[config.mk]
export PLATFORM = sky130hd
export DESIGN_NAME = spi_format_clock_core
export DESIGN_NICKNAME = d
export VERILOG_FILES = /design/src/logic/spi_core_pkg.sv /design/src/logic/spi_format_clock_core.sv
export SDC_FILE = /design/constraint.sdc
export NUM_CORES = 1
export LEC_CHECK = 0
export ABC_CLOCK_PERIOD_IN_PS = 3900
export BUFFER_PORTS_ARGS = -buffer_cell sky130_fd_sc_hd__buf_2
export CORE_MARGIN = 4
export CORE_UTILIZATION = 40
export DETAILED_ROUTE_END_ITERATION = 8
export PLACE_DENSITY = 0.57
export SLEW_MARGIN = 30
export SYNTH_ARGS = -nofsm -noshare
export SYNTH_HDL_FRONTEND = slang
export SYNTH_SLANG_ARGS = --single-unit
[constraint.sdc]
create_clock -name pclk -period 3.9 [get_ports pclk]
set_input_delay 0.78 -clock pclk [delete_from_list [all_inputs] [get_ports pclk]]
set_output_delay 0.78 -clock pclk [all_outputs]
set_load 0.02 [all_outputs]
[src/logic/spi_core_pkg.sv]
package spi_core_pkg;

  // Data path and buffer shape
  localparam int DATA_W = 16;
  localparam int FIFO_DEPTH = 8;
  localparam int PTR_W = 3;
  localparam int CNT_W = 4;
  localparam int SCNT_W = 5;
  localparam logic [CNT_W-1:0] CNT_FULL = 4'h8;
  localparam logic [PTR_W-1:0] PTR_ONE = 3'h1;
  localparam logic [CNT_W-1:0] CNT_ONE = 4'h1;
  localparam logic [SCNT_W-1:0] SCNT_ONE = 5'h01;
  localparam logic [3:0] WL_MAX = 4'hF;

  // Register byte addresses on the APB
  localparam int ADDR_W = 12;
  localparam logic [ADDR_W-1:0] ADDR_CONFIG = 12'h000;
  localparam logic [ADDR_W-1:0] ADDR_RATE_SETTING = 12'h004;
  localparam logic [ADDR_W-1:0] ADDR_DATA = 12'h008;
  localparam logic [ADDR_W-1:0] ADDR_STATUS = 12'h00C;
  localparam logic [ADDR_W-1:0] ADDR_THRESH = 12'h010;

  // Select line modes
  localparam logic [1:0] MODE_3WIRE = 2'h0;
  localparam logic [1:0] MODE_4WIRE_IN = 2'h1;

  // Clock figures: APB rate and fastest master SCK
  localparam longint PCLK_HZ = 200_000_000;
  localparam longint SCK_MAX_HZ = 10_000_000;
  localparam longint SLAVE_SCK_RATIO = 10;
  // SCK = pclk / (2 * (divider + 1)); reset value gives the fastest documented rate
  localparam logic [15:0] DIVIDER_RST = 16'(PCLK_HZ / (2 * SCK_MAX_HZ) - 1);

  // Configuration register layout, bit 0 is enable
  typedef struct packed {
    logic [1:0] select_line_mode;
    logic [3:0] word_length_minus_one;
    logic flow_ctrl_en;
    logic shift_order_select;
    logic select_polarity;
    logic sck_idle_level;
    logic sck_phase_select;
    logic master_en;
    logic enable;
  } config_s;
  localparam config_s CONFIG_RST = '{select_line_mode: 2'h0, word_length_minus_one: 4'h7,
                                     default: 1'b0};

  // Status register layout, bit 0 is the sticky receive overrun flag
  typedef struct packed {
    logic busy;
    logic [CNT_W-1:0] tx_level;
    logic [CNT_W-1:0] rx_level;
    logic dma_tx_req;
    logic dma_rx_req;
    logic rx_overrun;
  } status_s;
  localparam int STAT_OVR_BIT = 0;

  // Buffer thresholds register layout
  typedef struct packed {
    logic [CNT_W-1:0] rx_thresh;
    logic [CNT_W-1:0] tx_thresh;
  } thresh_s;
  localparam thresh_s THRESH_RST = '{rx_thresh: 4'h1, tx_thresh: 4'h1};

  typedef enum logic [1:0] {
    ST_IDLE = 2'b01,
    ST_SHIFT = 2'b10
  } eng_state_e;

  // Whole state of the core
  typedef struct packed {
    config_s cfg;
    logic [15:0] sck_divider;
    thresh_s thr;
    eng_state_e state;
    logic [15:0] div_cnt;
    logic sck_lvl;
    logic [DATA_W-1:0] tx_sr;
    logic [DATA_W-1:0] rx_sr;
    logic [SCNT_W-1:0] smp_cnt;
    logic [SCNT_W-1:0] chg_cnt;
    logic [FIFO_DEPTH-1:0][DATA_W-1:0] tx_mem;
    logic [PTR_W-1:0] tx_wptr;
    logic [PTR_W-1:0] tx_rptr;
    logic [CNT_W-1:0] tx_cnt;
    logic [FIFO_DEPTH-1:0][DATA_W-1:0] rx_mem;
    logic [PTR_W-1:0] rx_wptr;
    logic [PTR_W-1:0] rx_rptr;
    logic [CNT_W-1:0] rx_cnt;
    logic rx_overrun;
    logic [31:0] prdata;
  } core_state_s;

endpackage

[src/logic/spi_format_clock_core.sv]
// Summary of operation
// - Master SCK comes from pclk through a 16-bit divider and drives out.
// - Slave mode ignores the divider and takes SCK from the pin.
// - Master SCK reaches 10 MHz at the reset divider value.
// - Words are 1 to 16 bits; length field holds length minus one.
// - Order select 0 shifts MSB first, 1 shifts LSB first, both ways.
// - Select polarity 0 means active low, 1 active high.
// - Phase 0 samples mid-bit on leading edge; phase 1 at bit transition.
// - SCK idles low with idle level 0, high with idle level 1.
// - In slave mode external SCK must match programmed phase and polarity.
// - Shift registers move only on edges of the SCK signal.
// - MOSI driven as master, sampled as slave.
// - MISO sampled as master, driven as slave.
// - MISO released when disabled or an unselected 4-wire slave.
// - SCK is an output as master and an input as slave.
// - Select: output 4-wire single master, input 4-wire others, unused 3-wire.
// - Transmit and receive each have an eight-entry buffer.
// - DMA requests raise when buffer levels cross programmed thresholds.
// - With flow control on, master waits for clear-to-send before words.
// - Mode 0 is 3-wire, 1 is 4-wire input, 2 or 3 single master.
// - In single master mode the mode LSB sets the select pin level.
//
// Our own choices: the APB slave port and the address map.
`timescale 1ns/1ps
`default_nettype none

module spi_format_clock_core
  import spi_core_pkg::*;
(
  input wire logic pclk,
  input wire logic presetn,
  input wire logic psel,
  input wire logic penable,
  input wire logic pwrite,
  input wire logic [ADDR_W-1:0] paddr,
  input wire logic [31:0] pwdata,
  output logic [31:0] prdata,
  output logic pready,
  output logic pslverr,
  input wire logic sck_in,
  output logic sck_out,
  output logic sck_oe,
  input wire logic mosi_in,
  output logic mosi_out,
  output logic mosi_oe,
  input wire logic miso_in,
  output logic miso_out,
  output logic miso_oe,
  input wire logic sel_in,
  output logic sel_out,
  output logic sel_oe,
  input wire logic clear_to_send,
  output logic dma_tx_req,
  output logic dma_rx_req
);

  core_state_s s_reg;
  core_state_s s_next;

  logic is_master;
  logic is_slave;
  logic sel_active;
  logic slave_gate;
  logic tx_empty;
  logic tx_full;
  logic rx_full;
  logic tx_bit;
  logic [SCNT_W-1:0] word_bits;
  logic apb_setup;
  logic apb_access;
  logic addr_mapped;
  logic single_master;

  // Mode decode shared by the engine and the pins
  assign is_master = s_reg.cfg.enable & s_reg.cfg.master_en;
  assign is_slave = s_reg.cfg.enable & ~s_reg.cfg.master_en;
  assign sel_active = s_reg.cfg.select_polarity ? sel_in : ~sel_in;
  // 3-wire slave has nothing to gate SCK, so stray edges shift in
  assign slave_gate = (s_reg.cfg.select_line_mode == MODE_3WIRE) | sel_active;
  assign single_master = s_reg.cfg.select_line_mode[1];
  assign tx_empty = (s_reg.tx_cnt == '0);
  assign tx_full = (s_reg.tx_cnt == CNT_FULL);
  assign rx_full = (s_reg.rx_cnt == CNT_FULL);
  assign word_bits = {1'b0, s_reg.cfg.word_length_minus_one} + SCNT_ONE;
  // Serial out bit depends on shift order
  assign tx_bit = s_reg.cfg.shift_order_select ? s_reg.tx_sr[0] : s_reg.tx_sr[DATA_W-1];

  // APB handshake: zero wait states, error on unmapped addresses
  assign apb_setup = psel & ~penable;
  assign apb_access = psel & penable;
  assign addr_mapped = (paddr == ADDR_CONFIG) | (paddr == ADDR_RATE_SETTING) |
                       (paddr == ADDR_DATA) | (paddr == ADDR_STATUS) | (paddr == ADDR_THRESH);
  assign pready = 1'b1;
  assign pslverr = apb_access & ~addr_mapped;
  assign prdata = s_reg.prdata;

  // Pin directions and levels
  assign sck_out = s_reg.sck_lvl;
  assign sck_oe = is_master;
  assign mosi_out = tx_bit;
  assign mosi_oe = is_master;
  assign miso_out = tx_bit;
  assign miso_oe = is_slave & slave_gate;
  assign sel_out = s_reg.cfg.select_line_mode[0];
  assign sel_oe = is_master & single_master;

  // Service requests compare transmit free space and receive level against thresholds
  assign dma_tx_req = (CNT_FULL - s_reg.tx_cnt) >= s_reg.thr.tx_thresh;
  assign dma_rx_req = s_reg.rx_cnt >= s_reg.thr.rx_thresh;

  // Next-state logic: registers, buffers and the shift engine
  always_comb begin
    logic lead;
    logic trail;
    logic sample;
    logic change;
    logic bit_in;
    logic [DATA_W-1:0] rx_new;
    logic [DATA_W-1:0] word;
    logic push_tx;
    logic pop_tx;
    logic push_rx;
    logic pop_rx;
    logic start;
    status_s st;
    lead = 1'b0;
    trail = 1'b0;
    sample = 1'b0;
    change = 1'b0;
    bit_in = 1'b0;
    rx_new = '0;
    word = '0;
    push_tx = 1'b0;
    pop_tx = 1'b0;
    push_rx = 1'b0;
    pop_rx = 1'b0;
    start = 1'b0;
    st = '{busy: (s_reg.state == ST_SHIFT), tx_level: s_reg.tx_cnt, rx_level: s_reg.rx_cnt,
           dma_tx_req: dma_tx_req, dma_rx_req: dma_rx_req, rx_overrun: s_reg.rx_overrun};
    s_next = s_reg;

    // SCK edges: own divider as master, pin transitions as slave
    if (is_master) begin
      if (s_reg.state == ST_SHIFT) begin
        if (s_reg.div_cnt >= s_reg.sck_divider) begin
          s_next.div_cnt = '0;
          s_next.sck_lvl = ~s_reg.sck_lvl;
          lead = (s_reg.sck_lvl == s_reg.cfg.sck_idle_level);
          trail = ~lead;
        end else begin
          s_next.div_cnt = s_reg.div_cnt + 16'h0001;
        end
      end else begin
        s_next.sck_lvl = s_reg.cfg.sck_idle_level;
      end
    end else begin
      s_next.sck_lvl = sck_in;
      if (s_reg.state == ST_SHIFT && slave_gate) begin
        lead = (s_reg.sck_lvl == s_reg.cfg.sck_idle_level) &&
               (sck_in != s_reg.cfg.sck_idle_level);
        trail = (s_reg.sck_lvl != s_reg.cfg.sck_idle_level) &&
                (sck_in == s_reg.cfg.sck_idle_level);
      end
    end

    // Phase chooses which edge samples and which one moves data
    sample = s_reg.cfg.sck_phase_select ? trail : lead;
    change = s_reg.cfg.sck_phase_select ? lead : trail;
    bit_in = is_master ? miso_in : mosi_in;

    if (sample) begin
      if (s_reg.cfg.shift_order_select) begin
        rx_new = {bit_in, s_reg.rx_sr[DATA_W-1:1]};
        word = rx_new >> (WL_MAX - s_reg.cfg.word_length_minus_one);
      end else begin
        rx_new = {s_reg.rx_sr[DATA_W-2:0], bit_in};
        word = rx_new;
      end
      s_next.rx_sr = rx_new;
      s_next.smp_cnt = s_reg.smp_cnt + SCNT_ONE;
      push_rx = (s_next.smp_cnt == word_bits);
    end

    // Phase 1 presents the first bit at the first edge, so skip that shift
    if (change) begin
      s_next.chg_cnt = s_reg.chg_cnt + SCNT_ONE;
      if (!(s_reg.cfg.sck_phase_select && s_reg.chg_cnt == '0)) begin
        s_next.tx_sr = s_reg.cfg.shift_order_select ? (s_reg.tx_sr >> 1) : (s_reg.tx_sr << 1);
      end
    end

    // Word closes on the first trailing edge at or after the last sample
    if (trail && s_next.smp_cnt == word_bits) begin
      s_next.state = ST_IDLE;
    end
    // Deselected slave drops a partial word; disable stops everything
    if ((is_slave && !slave_gate) || !s_reg.cfg.enable) begin
      s_next.state = ST_IDLE;
    end

    // Start of a word
    if (s_reg.state == ST_IDLE) begin
      if (is_master) begin
        start = !tx_empty && (!s_reg.cfg.flow_ctrl_en || clear_to_send) &&
                !(s_reg.cfg.select_line_mode == MODE_4WIRE_IN && sel_active);
      end else if (is_slave) begin
        start = slave_gate;
      end
    end
    if (start) begin
      pop_tx = !tx_empty;
      // Slave with nothing queued answers with zeros
      word = tx_empty ? '0 : s_reg.tx_mem[s_reg.tx_rptr];
      s_next.tx_sr = s_reg.cfg.shift_order_select ? word :
                     (word << (WL_MAX - s_reg.cfg.word_length_minus_one));
      s_next.rx_sr = '0;
      s_next.smp_cnt = '0;
      s_next.chg_cnt = '0;
      s_next.div_cnt = '0;
      s_next.state = ST_SHIFT;
    end

    // APB read data is captured in the setup cycle
    if (apb_setup && !pwrite) begin
      case (paddr)
        ADDR_CONFIG: s_next.prdata = 32'(s_reg.cfg);
        ADDR_RATE_SETTING: s_next.prdata = 32'(s_reg.sck_divider);
        ADDR_DATA: s_next.prdata = rx_full || s_reg.rx_cnt != '0 ?
                                   32'(s_reg.rx_mem[s_reg.rx_rptr]) : '0;
        ADDR_STATUS: s_next.prdata = 32'(st);
        ADDR_THRESH: s_next.prdata = 32'(s_reg.thr);
        default: s_next.prdata = '0;
      endcase
    end

    // APB writes and the read pop take effect in the access cycle
    if (apb_access) begin
      if (pwrite) begin
        case (paddr)
          ADDR_CONFIG: s_next.cfg = config_s'(pwdata[$bits(config_s)-1:0]);
          ADDR_RATE_SETTING: s_next.sck_divider = pwdata[15:0];
          ADDR_DATA: push_tx = !tx_full;
          ADDR_STATUS: begin
            if (pwdata[STAT_OVR_BIT]) begin
              s_next.rx_overrun = 1'b0;
            end
          end
          ADDR_THRESH: s_next.thr = thresh_s'(pwdata[$bits(thresh_s)-1:0]);
          default: ;
        endcase
      end else if (paddr == ADDR_DATA) begin
        pop_rx = (s_reg.rx_cnt != '0);
      end
    end

    // Transmit buffer
    if (push_tx) begin
      s_next.tx_mem[s_reg.tx_wptr] = pwdata[DATA_W-1:0];
      s_next.tx_wptr = s_reg.tx_wptr + PTR_ONE;
    end
    if (pop_tx) begin
      s_next.tx_rptr = s_reg.tx_rptr + PTR_ONE;
    end
    s_next.tx_cnt = s_reg.tx_cnt + (push_tx ? CNT_ONE : '0) - (pop_tx ? CNT_ONE : '0);

    // Receive buffer; overrun set wins over a clear in the same cycle
    if (push_rx && (!rx_full || pop_rx)) begin
      s_next.rx_mem[s_reg.rx_wptr] = word;
      s_next.rx_wptr = s_reg.rx_wptr + PTR_ONE;
    end else if (push_rx) begin
      s_next.rx_overrun = 1'b1;
      push_rx = 1'b0;
    end
    if (pop_rx) begin
      s_next.rx_rptr = s_reg.rx_rptr + PTR_ONE;
    end
    s_next.rx_cnt = s_reg.rx_cnt + (push_rx ? CNT_ONE : '0) - (pop_rx ? CNT_ONE : '0);
  end

  // State register
  always_ff @(posedge pclk or negedge presetn) begin
    if (!presetn) begin
      s_reg <= '{cfg: CONFIG_RST, sck_divider: DIVIDER_RST, thr: THRESH_RST,
                 state: ST_IDLE, default: '0};
    end else begin
      s_reg <= s_next;
    end
  end

  logic [15:0] gap_cnt;
  // Cycles since the last master SCK toggle or word start
  always_ff @(posedge pclk or negedge presetn) begin
    if (!presetn) begin
      gap_cnt <= '0;
    end else if (s_reg.state != ST_SHIFT || sck_out != s_next.sck_lvl) begin
      gap_cnt <= '0;
    end else begin
      gap_cnt <= gap_cnt + 16'h0001;
    end
  end

  // A read pop in the push cycle keeps the level flat, so it is left out
  logic pop_rx_seen;
  assign pop_rx_seen = apb_access & ~pwrite & (paddr == ADDR_DATA);
endmodule

`default_nettype wire
# --- Word level (Yosys, flattened, before mapping) ---
# Index checks and enable logic that the tools add are counted.
totals:
  input_bits: 54
  register_bits: 407
classes:
  eq_ne: 17
  n_lt_le_gt_ge: 9
  add_sub_neg: 14
  n_mux: 68
  n_bitwise: 18
  shift: 2
  n_reduce_logical: 40
ops:
  columns: ["cell", "count"]
  rows:
  - ["$mux W16", 17]
  - ["$bwmux W128", 2]
  - ["$bmux W16 S3", 2]
  - ["$demux W16 S3", 2]
  - ["$pmux W16 S5", 1]
  - ["$mux W42", 1]
  - ["$mux W1", 38]
  - ["$eq A12 B4 Y1 const B", 2]
  - ["$mux W21", 1]
  - ["$mux W18", 1]
  - ["$add A16 B1 Y16 const B", 1]
  - ["$ge A16 B16 Y1", 1]
  - ["$lt A3 B4 Y1 const B", 4]
  - ["$shl A16 B4 Y16", 1]
  - ["$shr A16 B4 Y16", 1]
  - ["$logic_and A1 B1 Y1", 13]
  - ["$add A3 B1 Y3 const B", 4]
  - ["$eq A12 B3 Y1 const B", 1]
  - ["$eq A12 B5 Y1 const B", 1]
  - ["$logic_not A12 Y1", 1]
  - ["$add A5 B1 Y5 const B", 2]
  - ["$eq A5 B5 Y1", 2]
  - ["$reduce_and A3 Y1", 3]
  - ["$add A4 B1 Y4", 2]
  - ["other kinds (26)", 64]

# --- Longest topological paths before layout ---
# Gate-level depths: netlist of the first run.
depth:
  word_depth: 13
  depth_mapped: 16

# --- Least setup slack after synthesis of the first run ---
# No wires, ideal clock.
synth_path:
  path_type: "input port to flip-flop"
  from: "in paddr[9]"
  to: "reg s_reg[35] (netlist bit)"
  arrival_time_ns: 3.682
  path_slack_ns: 0.095
  required_time_ns: 3.777
  path_buffers: 1
  path_stages: 13
  cell_sequence: "nor4_4 -> nand4b_2 -> or3b_1 -> or4_4 -> nand4_2 -> nand3b_4 -> buf_6 -> ha_1 -> inv_1 -> ha_1 -> inv_1 -> fa_1 -> xnor2_1"
synth_lines:
  columns: ["item", "line_no", "text"]
  rows:
  - ["start, declared", "spi_format_clock_core.sv:35", "input wire logic [ADDR_W-1:0] paddr,"]
  - ["end signal, assigned", "spi_format_clock_core.sv:283", "s_reg <= '{cfg: CONFIG_RST, sck_divider: DIVIDER_RST, thr: THRESH_RST,"]
  - ["end signal, assigned", "spi_format_clock_core.sv:286", "s_reg <= s_next;"]
  - ["end, declared", "spi_format_clock_core.sv:57", "core_state_s s_reg;"]

# --- Final worst setup path of the first run ---
layout_path:
  from: "reg s_reg[401] (netlist bit)"
  to: "reg s_reg[44] (netlist bit)"
layout_between:
  elab_chain_cells: 6
  elab_cells_between_ends: 10
  classes_between: "add/sub: 2; eq/ne: 1; shift: 1; mux: 5; reduce/logical: 1"
layout_rtl:
  columns: ["item", "line_no", "text"]
  rows:
  - ["$sub A4 B4 Y4", "spi_format_clock_core.sv:174", "word = rx_new >> (WL_MAX - s_reg.cfg.word_length_minus_one);"]
  - ["$shr A16 B4 Y16", "spi_format_clock_core.sv:174", null]
  - ["$mux W16", "spi_format_clock_core.sv:172", "if (s_reg.cfg.shift_order_select) begin"]
  - ["$mux W16", "spi_format_clock_core.sv:171", "if (sample) begin"]
  - ["$mux W16", "spi_format_clock_core.sv:210", "if (start) begin"]
  - ["$bwmux W128", "spi_format_clock_core.sv:268", "s_next.rx_mem[s_reg.rx_wptr] = word;"]
# Several ways; a longest one is shown, not always the timed one.
# A chain may end at the register's enable or synchronous reset.

==> results.sh, run 1 <==
export IMPL_syn_area_per_cell_um2=11.62
export IMPL_dieArea_mm2=0.05703
export IMPL_cts_num_sinks=391
export IMPL_grt_util_met2_pct=31.22
export IMPL_crit_required_ns=4.40
export IMPL_fin_crit_ns=3.651
export IMPL_r2r_cells=9
export IMPL_cts_buffers_inserted=44
export IMPL_ys_flop_type="dfrtp_1"
export IMPL_ctsResizeCount=0
export IMPL_power_density_mw_per_mm2=372.5
export IMPL_final_period_utilization_pct=93.62
export IMPL_path_class="reg -> reg"
export IMPL_p_leak_nw=11.15
export IMPL_place_gp_congestion=0.8797
export IMPL_grt_pass1_vias=14809
export IMPL_clkSlewWorstSetupHoldPaths_ns=0.06
export IMPL_use_met3_pct=4.730
export IMPL_worstMarginPinSlew_ns=0.8977
export IMPL_max_slew_margin_pct=40.15
export IMPL_cp_start_kind="flip-flop"
export IMPL_grt_ovfl_total=0
export IMPL_antenna_found_initial=2
export IMPL_portBuffers=64
export IMPL_grt_max_degree=92
export IMPL_largest_register_ffs=373
export IMPL_critPathCaptureType="flip-flop"
export IMPL_synth_seq_area_share_pct=45.96
export IMPL_drive_gt1_share_pct=30.45
export IMPL_die_h_um=238.8
export IMPL_hold_viol=0
export IMPL_nNetsFinal=1989
export IMPL_async_reset_ff_share_pct=100.0
export IMPL_wire_per_inst_um=22.67
export IMPL_setup_viol=0
export IMPL_run_status="complete, no violations"
export IMPL_cts_root_buf="clkbuf_16"
export IMPL_post_route_drc_count=0
export IMPL_grt_util_met1_pct=29.79
export IMPL_rsz0062_at_grt="no"
export IMPL_start_util_pct=40.47
export IMPL_dpl_hpwl_um=41510
export IMPL_stdcell_area_mm2=0.02410
export IMPL_synthDistinctLibCells=80
export IMPL_area_growth_pct=13.09
export IMPL_peakVddDrop_mv=0.2623
export IMPL_vias_per_cell=5.683
export IMPL_clk_path_buf_depth=3
export IMPL_clock_latency_ns=0.59
export IMPL_fp_row_count=84
export IMPL_skew_ns=0.03021
export IMPL_synthCells=1834
export IMPL_drt_iter0_markers=989
export IMPL_ios=98
export IMPL_yosysWarnings=0
export IMPL_htreeDepth=2
export IMPL_grt_pass1_wl_um=91010
export IMPL_cts_hold_buf=0
export IMPL_worstPathArrival_ns=4.16
export IMPL_routed_via_count=14839
export IMPL_post_cts_buffers=0
export IMPL_grt_usage_pct=20.65
export IMPL_die_width_um=238.8
export IMPL_cts_tree="done"
export IMPL_max_cap_violations=0
export IMPL_synth_area_mm2=0.02131
export IMPL_postPlaceCellArea_mm2=0.02263
export IMPL_tns_ns=0
export IMPL_worstHoldPathType="in -> async"
export IMPL_fmax_mhz=273.9
export IMPL_synth_edf_count=0
export IMPL_ys_seq_elements=391
export IMPL_final_max_slew_viol_count=0
export IMPL_routed_wirelength_um=59200
export IMPL_firstDrtPassIters=5
export IMPL_ant_nets=0
export IMPL_cp_max_fo=34
export IMPL_grt_busiest_layer="met2"
export IMPL_core_mm2=0.05266
metal layers:
metal,part of all wire [%],vias up
li1,-,6739
met1,46,7599
met2,44,411
met3,6.7,88
met4,2.9,2
met5,0.022,-
synth_stat cells (6+ instances only):
| library cell | instances | area share (%) |
|---|---|---|
| ha_1 | 47 | 2.8 |
| clkbuf_1 | 80 | 1.4 |
| o31ai_1 | 9 | 0.32 |
| nand4_1 | 12 | 0.35 |
| buf_1 | 22 | 0.39 |
| o22ai_1 | 16 | 0.47 |
| buf_4 | 38 | 1.3 |
| a21o_1 | 11 | 0.39 |
| nand3_1 | 22 | 0.52 |
| o221ai_1 | 6 | 0.25 |
| nor2b_1 | 21 | 0.62 |
| mux2_2 | 268 | 14 |
| nor3_1 | 14 | 0.33 |
| nor2_1 | 98 | 1.7 |
| buf_6 | 7 | 0.37 |
| mux4_2 | 61 | 6.4 |
| a31oi_1 | 10 | 0.29 |
| buf_2 | 8 | 0.19 |
| o211ai_1 | 11 | 0.39 |
| a21oi_1 | 86 | 2.0 |
| mux2i_1 | 93 | 4.4 |
| dfstp_2 | 8 | 0.99 |
| nand2b_1 | 16 | 0.47 |
| inv_1 | 56 | 0.99 |
| a221oi_1 | 15 | 0.62 |
| a211oi_1 | 7 | 0.25 |
| nand2_1 | 133 | 2.3 |
| and3_1 | 16 | 0.47 |
| dfrtp_1 | 383 | 45 |
| mux2_1 | 31 | 1.6 |
| o21a_1 | 13 | 0.46 |
| o21ai_0 | 94 | 2.2 |
| a22oi_1 | 10 | 0.35 |
| xnor2_1 | 20 | 0.82 |
| xor2_1 | 12 | 0.49 |
critical path, cell delays in order, from the launching register on:
cell and delay (ns):
dfstp_2 0.59, buf_4 0.45, inv_1 0.42, nor2_1 0.40, a21boi_0 0.18, mux2i_1 0.28, a21o_1 0.17, a21oi_1 0.06
o21ai_0 0.72, mux2_2 0.30
cell families (layout without fill, tap and decap cells):
family / after synthesis / in the layout / share of synthesized area [%]
mux: 453 / 453 / 26.62
flops: 391 / 391 / 45.96
simple gates: 366 / 366 / 8.702
compound gates: 324 / 324 / 9.530
buf+inv: 216 / 288 / 4.780
fa+ha+maj: 49 / 49 / 2.948
xor+xnor: 33 / 33 / 1.427
other cells: 2 / 19 / 0.03524
path summary, 6_finish.rpt:
kind | slack [ns] | endpoint | from
max | 0.25 | s_reg[44]$_DFFE_PN0P_ | s_reg[401]$_DFFE_PN1P_
min | 0.25 | s_reg[225]$_DFFE_PN0P_ | presetn
max reg2reg | 0.25 | s_reg[44]$_DFFE_PN0P_ | s_reg[401]$_DFFE_PN1P_
min reg2reg | 0.47 | s_reg[313]$_DFFE_PN0P_ | s_reg[313]$_DFFE_PN0P_
max in group asynchronous | 2.80 | s_reg[240]$_DFFE_PN0P_ | presetn
min in group pclk | 0.47 | s_reg[313]$_DFFE_PN0P_ | s_reg[313]$_DFFE_PN0P_
layout make-up:
type	count	area, um2
multi-input cells	1242	10600
repair buffers	148	1161
inverters	59	221.5
well taps	688	860.8
fillers	4806	28560
diodes	2	5.005
clock inverters	11	115.1
clock buffers	70	1339
flip-flops and latches	391	9798
through the flow:
step | power, mW | std cells | worst slack (ns) | hold slack, ns | util [%]
after CTS | 9.101 | 2609 | 0.3258 | 0.2820 | 45.75
after global routing | 9.340 | 2609 | 0.09388 | 0.2994 | 45.76
after detailed placement | 4.886 | 2528 | 0.03268 | 0.4636 | 42.99
after global placement | 4.873 | 2528 | 0.005824 | 0.4606 | 42.97
final | 8.976 | 2611 | 0.2487 | 0.2497 | 45.77
after floorplan | 4.640 | 1849 | 0.09498 | 0.4379 | -
placed cells by master, fill, tap and decap left out, types with 13 or more instances in the layout:
| master | n |
|---|---|
| ha_1 | 47 |
| a21oi_1 | 85 |
| mux2i_1 | 93 |
| o21a_1 | 13 |
| a221oi_1 | 15 |
| nor2_1 | 97 |
| nand2b_1 | 16 |
| dfrtp_1 | 380 |
| nor2b_1 | 21 |
| buf_4 | 68 |
| mux4_2 | 61 |
| buf_12 | 16 |
| nor3_1 | 13 |
| nand2_1 | 133 |
| inv_1 | 56 |
| mux2_1 | 31 |
| o21ai_0 | 91 |
| buf_2 | 63 |
| and3_1 | 16 |
| o22ai_1 | 15 |
| clkbuf_16 | 44 |
| xnor2_1 | 20 |
| mux2_2 | 268 |
| conb_1 | 17 |
| nand3_1 | 22 |
| clkbuf_8 | 14 |
report_power, final:
part	total (mW)	switching [mW]	internal, mW
sequential	4.17	0.0553	4.12
clock	4.16	1.73	2.43
combinational	0.646	0.442	0.204
No activity file was read; power rests on OpenSTA's default activity.
==> run 2: changes to the inputs <==
CELL_PAD_IN_SITES_DETAIL_PLACEMENT = 1   (was not set)
CELL_PAD_IN_SITES_GLOBAL_PLACEMENT = 2   (was not set)
MAX_ROUTING_LAYER = met4   (was not set)
PLACE_DENSITY = 0.77   (was 0.57)
==> run 2 against run 1 <==
Against the previous run: first-iteration DRC count is 1.2% higher; worst hold slack worse by 0.034 ns; power is 2.9% higher; sequential power hardly changed; largest cell class unchanged; highest routed layer is now met4.
==> results.sh, run 2 (synthesis results as in run 1) <==
export IMPL_max_cap_violations=0
export IMPL_htreeDepth=2
export IMPL_final_max_slew_viol_count=0
export IMPL_crit_required_ns=4.34
export IMPL_cts_root_buf="clkbuf_16"
export IMPL_cts_hold_buf=0
export IMPL_worstPathArrival_ns=4.12
export IMPL_sw_frac_of_total_pct=24.59
export IMPL_cp_start_kind="flip-flop"
export IMPL_dp_slack_ns=-0.007041
export IMPL_fmax_mhz=272.3
export IMPL_clk_path_buf_depth=3
export IMPL_final_period_utilization_pct=94.17
export IMPL_post_route_drc_count=0
export IMPL_tns_ns=0
export IMPL_post_cts_buffers=0
export IMPL_portBuffers=64
export IMPL_max_slew_margin_pct=36.91
export IMPL_r2r_start="s_reg[393]$_DFFE_PN0P_"
export IMPL_ant_nets=0
export IMPL_ios=98
export IMPL_cts_tree="done"
export IMPL_reg2reg_to="s_reg[132]$_DFFE_PN0P_"
export IMPL_area_growth_pct=13.56
export IMPL_clkSlewWorstSetupHoldPaths_ns=0.06
export IMPL_wire_per_inst_um=24.49
export IMPL_core_mm2=0.05266
export IMPL_dieArea_mm2=0.05703
export IMPL_final_cell_mix="380 x dfrtp_1, 268 x mux2_2, 133 x nand2_1"
export IMPL_place_gp_congestion=0.8598
export IMPL_die_h_um=238.8
export IMPL_nNetsFinal=1999
export IMPL_drt_iter0_markers=1001
export IMPL_cts_buffers_inserted=46
export IMPL_grt_max_degree=86
export IMPL_fin_crit_ns=3.673
export IMPL_mostFrequentLayoutCell="dfrtp_1"
export IMPL_grt_usage_pct=23.22
export IMPL_reg2reg_slack_ns=0.23
export IMPL_run_status="complete, no violations"
export IMPL_worstHoldPathType="in -> async"
export IMPL_die_width_um=238.8
export IMPL_rsz0062_at_grt="no"
export IMPL_total_power_mw=9.235
export IMPL_cp_max_fo=12
export IMPL_path_class="reg -> reg"
export IMPL_grt_pass1_vias=16059
export IMPL_grt_ovfl_total=0
export IMPL_utilization_pct=45.96
export IMPL_p_leak_nw=11.23
export IMPL_critPathCaptureType="flip-flop"
export IMPL_power_frac_clock_pct=47.8
export IMPL_setup_ws_ns=0.2275
export IMPL_r2r_cells=13
export IMPL_diodes=0
export IMPL_cts_num_sinks=391
export IMPL_ctsResizeCount=0
export IMPL_largest_register_ffs=373
export IMPL_grt_pass1_wl_um=99940
export IMPL_routed_wirelength_um=64150
export IMPL_dpl_hpwl_um=45660
export IMPL_routed_via_count=14991
export IMPL_p_seq_share_pct=45.2
export IMPL_clock_latency_ns=0.58
export IMPL_hold_viol=0
export IMPL_start_util_pct=40.47
export IMPL_intPower_mw=6.964
export IMPL_vias_per_cell=5.724
export IMPL_drive_gt1_share_pct=30.76
export IMPL_skew_ns=0.02068
export IMPL_pwr_share_comb_pct=7.0
export IMPL_peakVddDrop_mv=0.3086
export IMPL_worstMarginPinSlew_ns=0.9365
export IMPL_p_sw_mw=2.271
export IMPL_power_density_mw_per_mm2=381.7
export IMPL_firstDrtPassIters=5
export IMPL_antenna_found_initial=0
export IMPL_fp_row_count=84
export IMPL_setup_viol=0
## run 2: changes by cell type in the layout (fill, tap and decap cells not counted), moves of 2 or more
| cell | delta |
|---|---|
| buf_4 | +12 |
| buf_12 | -4 |
| bufinv_16 | +2 |
| clkbuf_16 | +2 |
| clkinv_2 | -2 |
| diode_2 | -2 |
## run 2: per-stage QoR
step	hold slack, ns	std cells	instance area (um2)
final	0.2154	2619	24200
after global routing	0.2263	2619	24200
after CTS	0.2261	2619	24200
after detailed placement	0.4750	2536	22640
after global placement	0.4529	2536	22640
after floorplan	0.4379	1849	21370
## run 2: worst max-delay path by stage
stage / start / to / slack (ns) / cells after the start
floorplan: paddr[9] / s_reg[35]$_DFF_PN0_ / 0.09 / 13
global placement: paddr[9] / s_reg[74]$_DFFE_PN0P_ / 0.05 / 11
detailed placement: paddr[9] / s_reg[132]$_DFFE_PN0P_ / -0.007 / 11
CTS: s_reg[393]$_DFFE_PN0P_ / s_reg[132]$_DFFE_PN0P_ / 0.21 / 13
global route: s_reg[393]$_DFFE_PN0P_ / s_reg[68]$_DFFE_PN0P_ / 0.08 / 13
finish: s_reg[393]$_DFFE_PN0P_ / s_reg[132]$_DFFE_PN0P_ / 0.23 / 13
## run 2: per-layer routing
layer / track usage, % / routed length [um] / vias up
li1: - / - / 6736
met1: 33.05 / 30480 / 7896
met2: 36.28 / 30130 / 278
met3: 2.930 / 2432 / 81
met4: 4.538 / 1104 / 0
met5: - / 0 / -
## run 2: critical path, stage by stage (launching register included)
cell	delay (ns)
dfrtp_1	0.42
inv_1	0.16
ha_1	0.35
nand4_1	0.18
a211oi_1	0.24
a32oi_1	0.14
buf_4	0.20
a21oi_1	0.23
or2_1	0.40
nand3b_4	0.11
buf_4	0.23
nor4_4	0.25
buf_4	0.25
mux2_1	0.34
## run 2: final cells by class
class                      instances  area (um2)
timing repair buffer             156        1171
inverter                          59       221.5
tap                              688       860.8
clock inverter                    11       167.7
multi-input combinational       1242       10590
sequential                       391        9798
fill                            5524       28460
clock buffer                      72        1389
## run 2: power by group through the flow
stage / Combinational, mW / Sequential, mW / Clock, mW
final: 0.643 / 4.17 / 4.42
after global routing: 0.716 / 4.18 / 4.70
after CTS: 0.648 / 4.17 / 4.52
after detailed placement: 0.638 / 4.25 / 0
after global placement: 0.626 / 4.24 / 0
after floorplan: 0.418 / 4.22 / 0
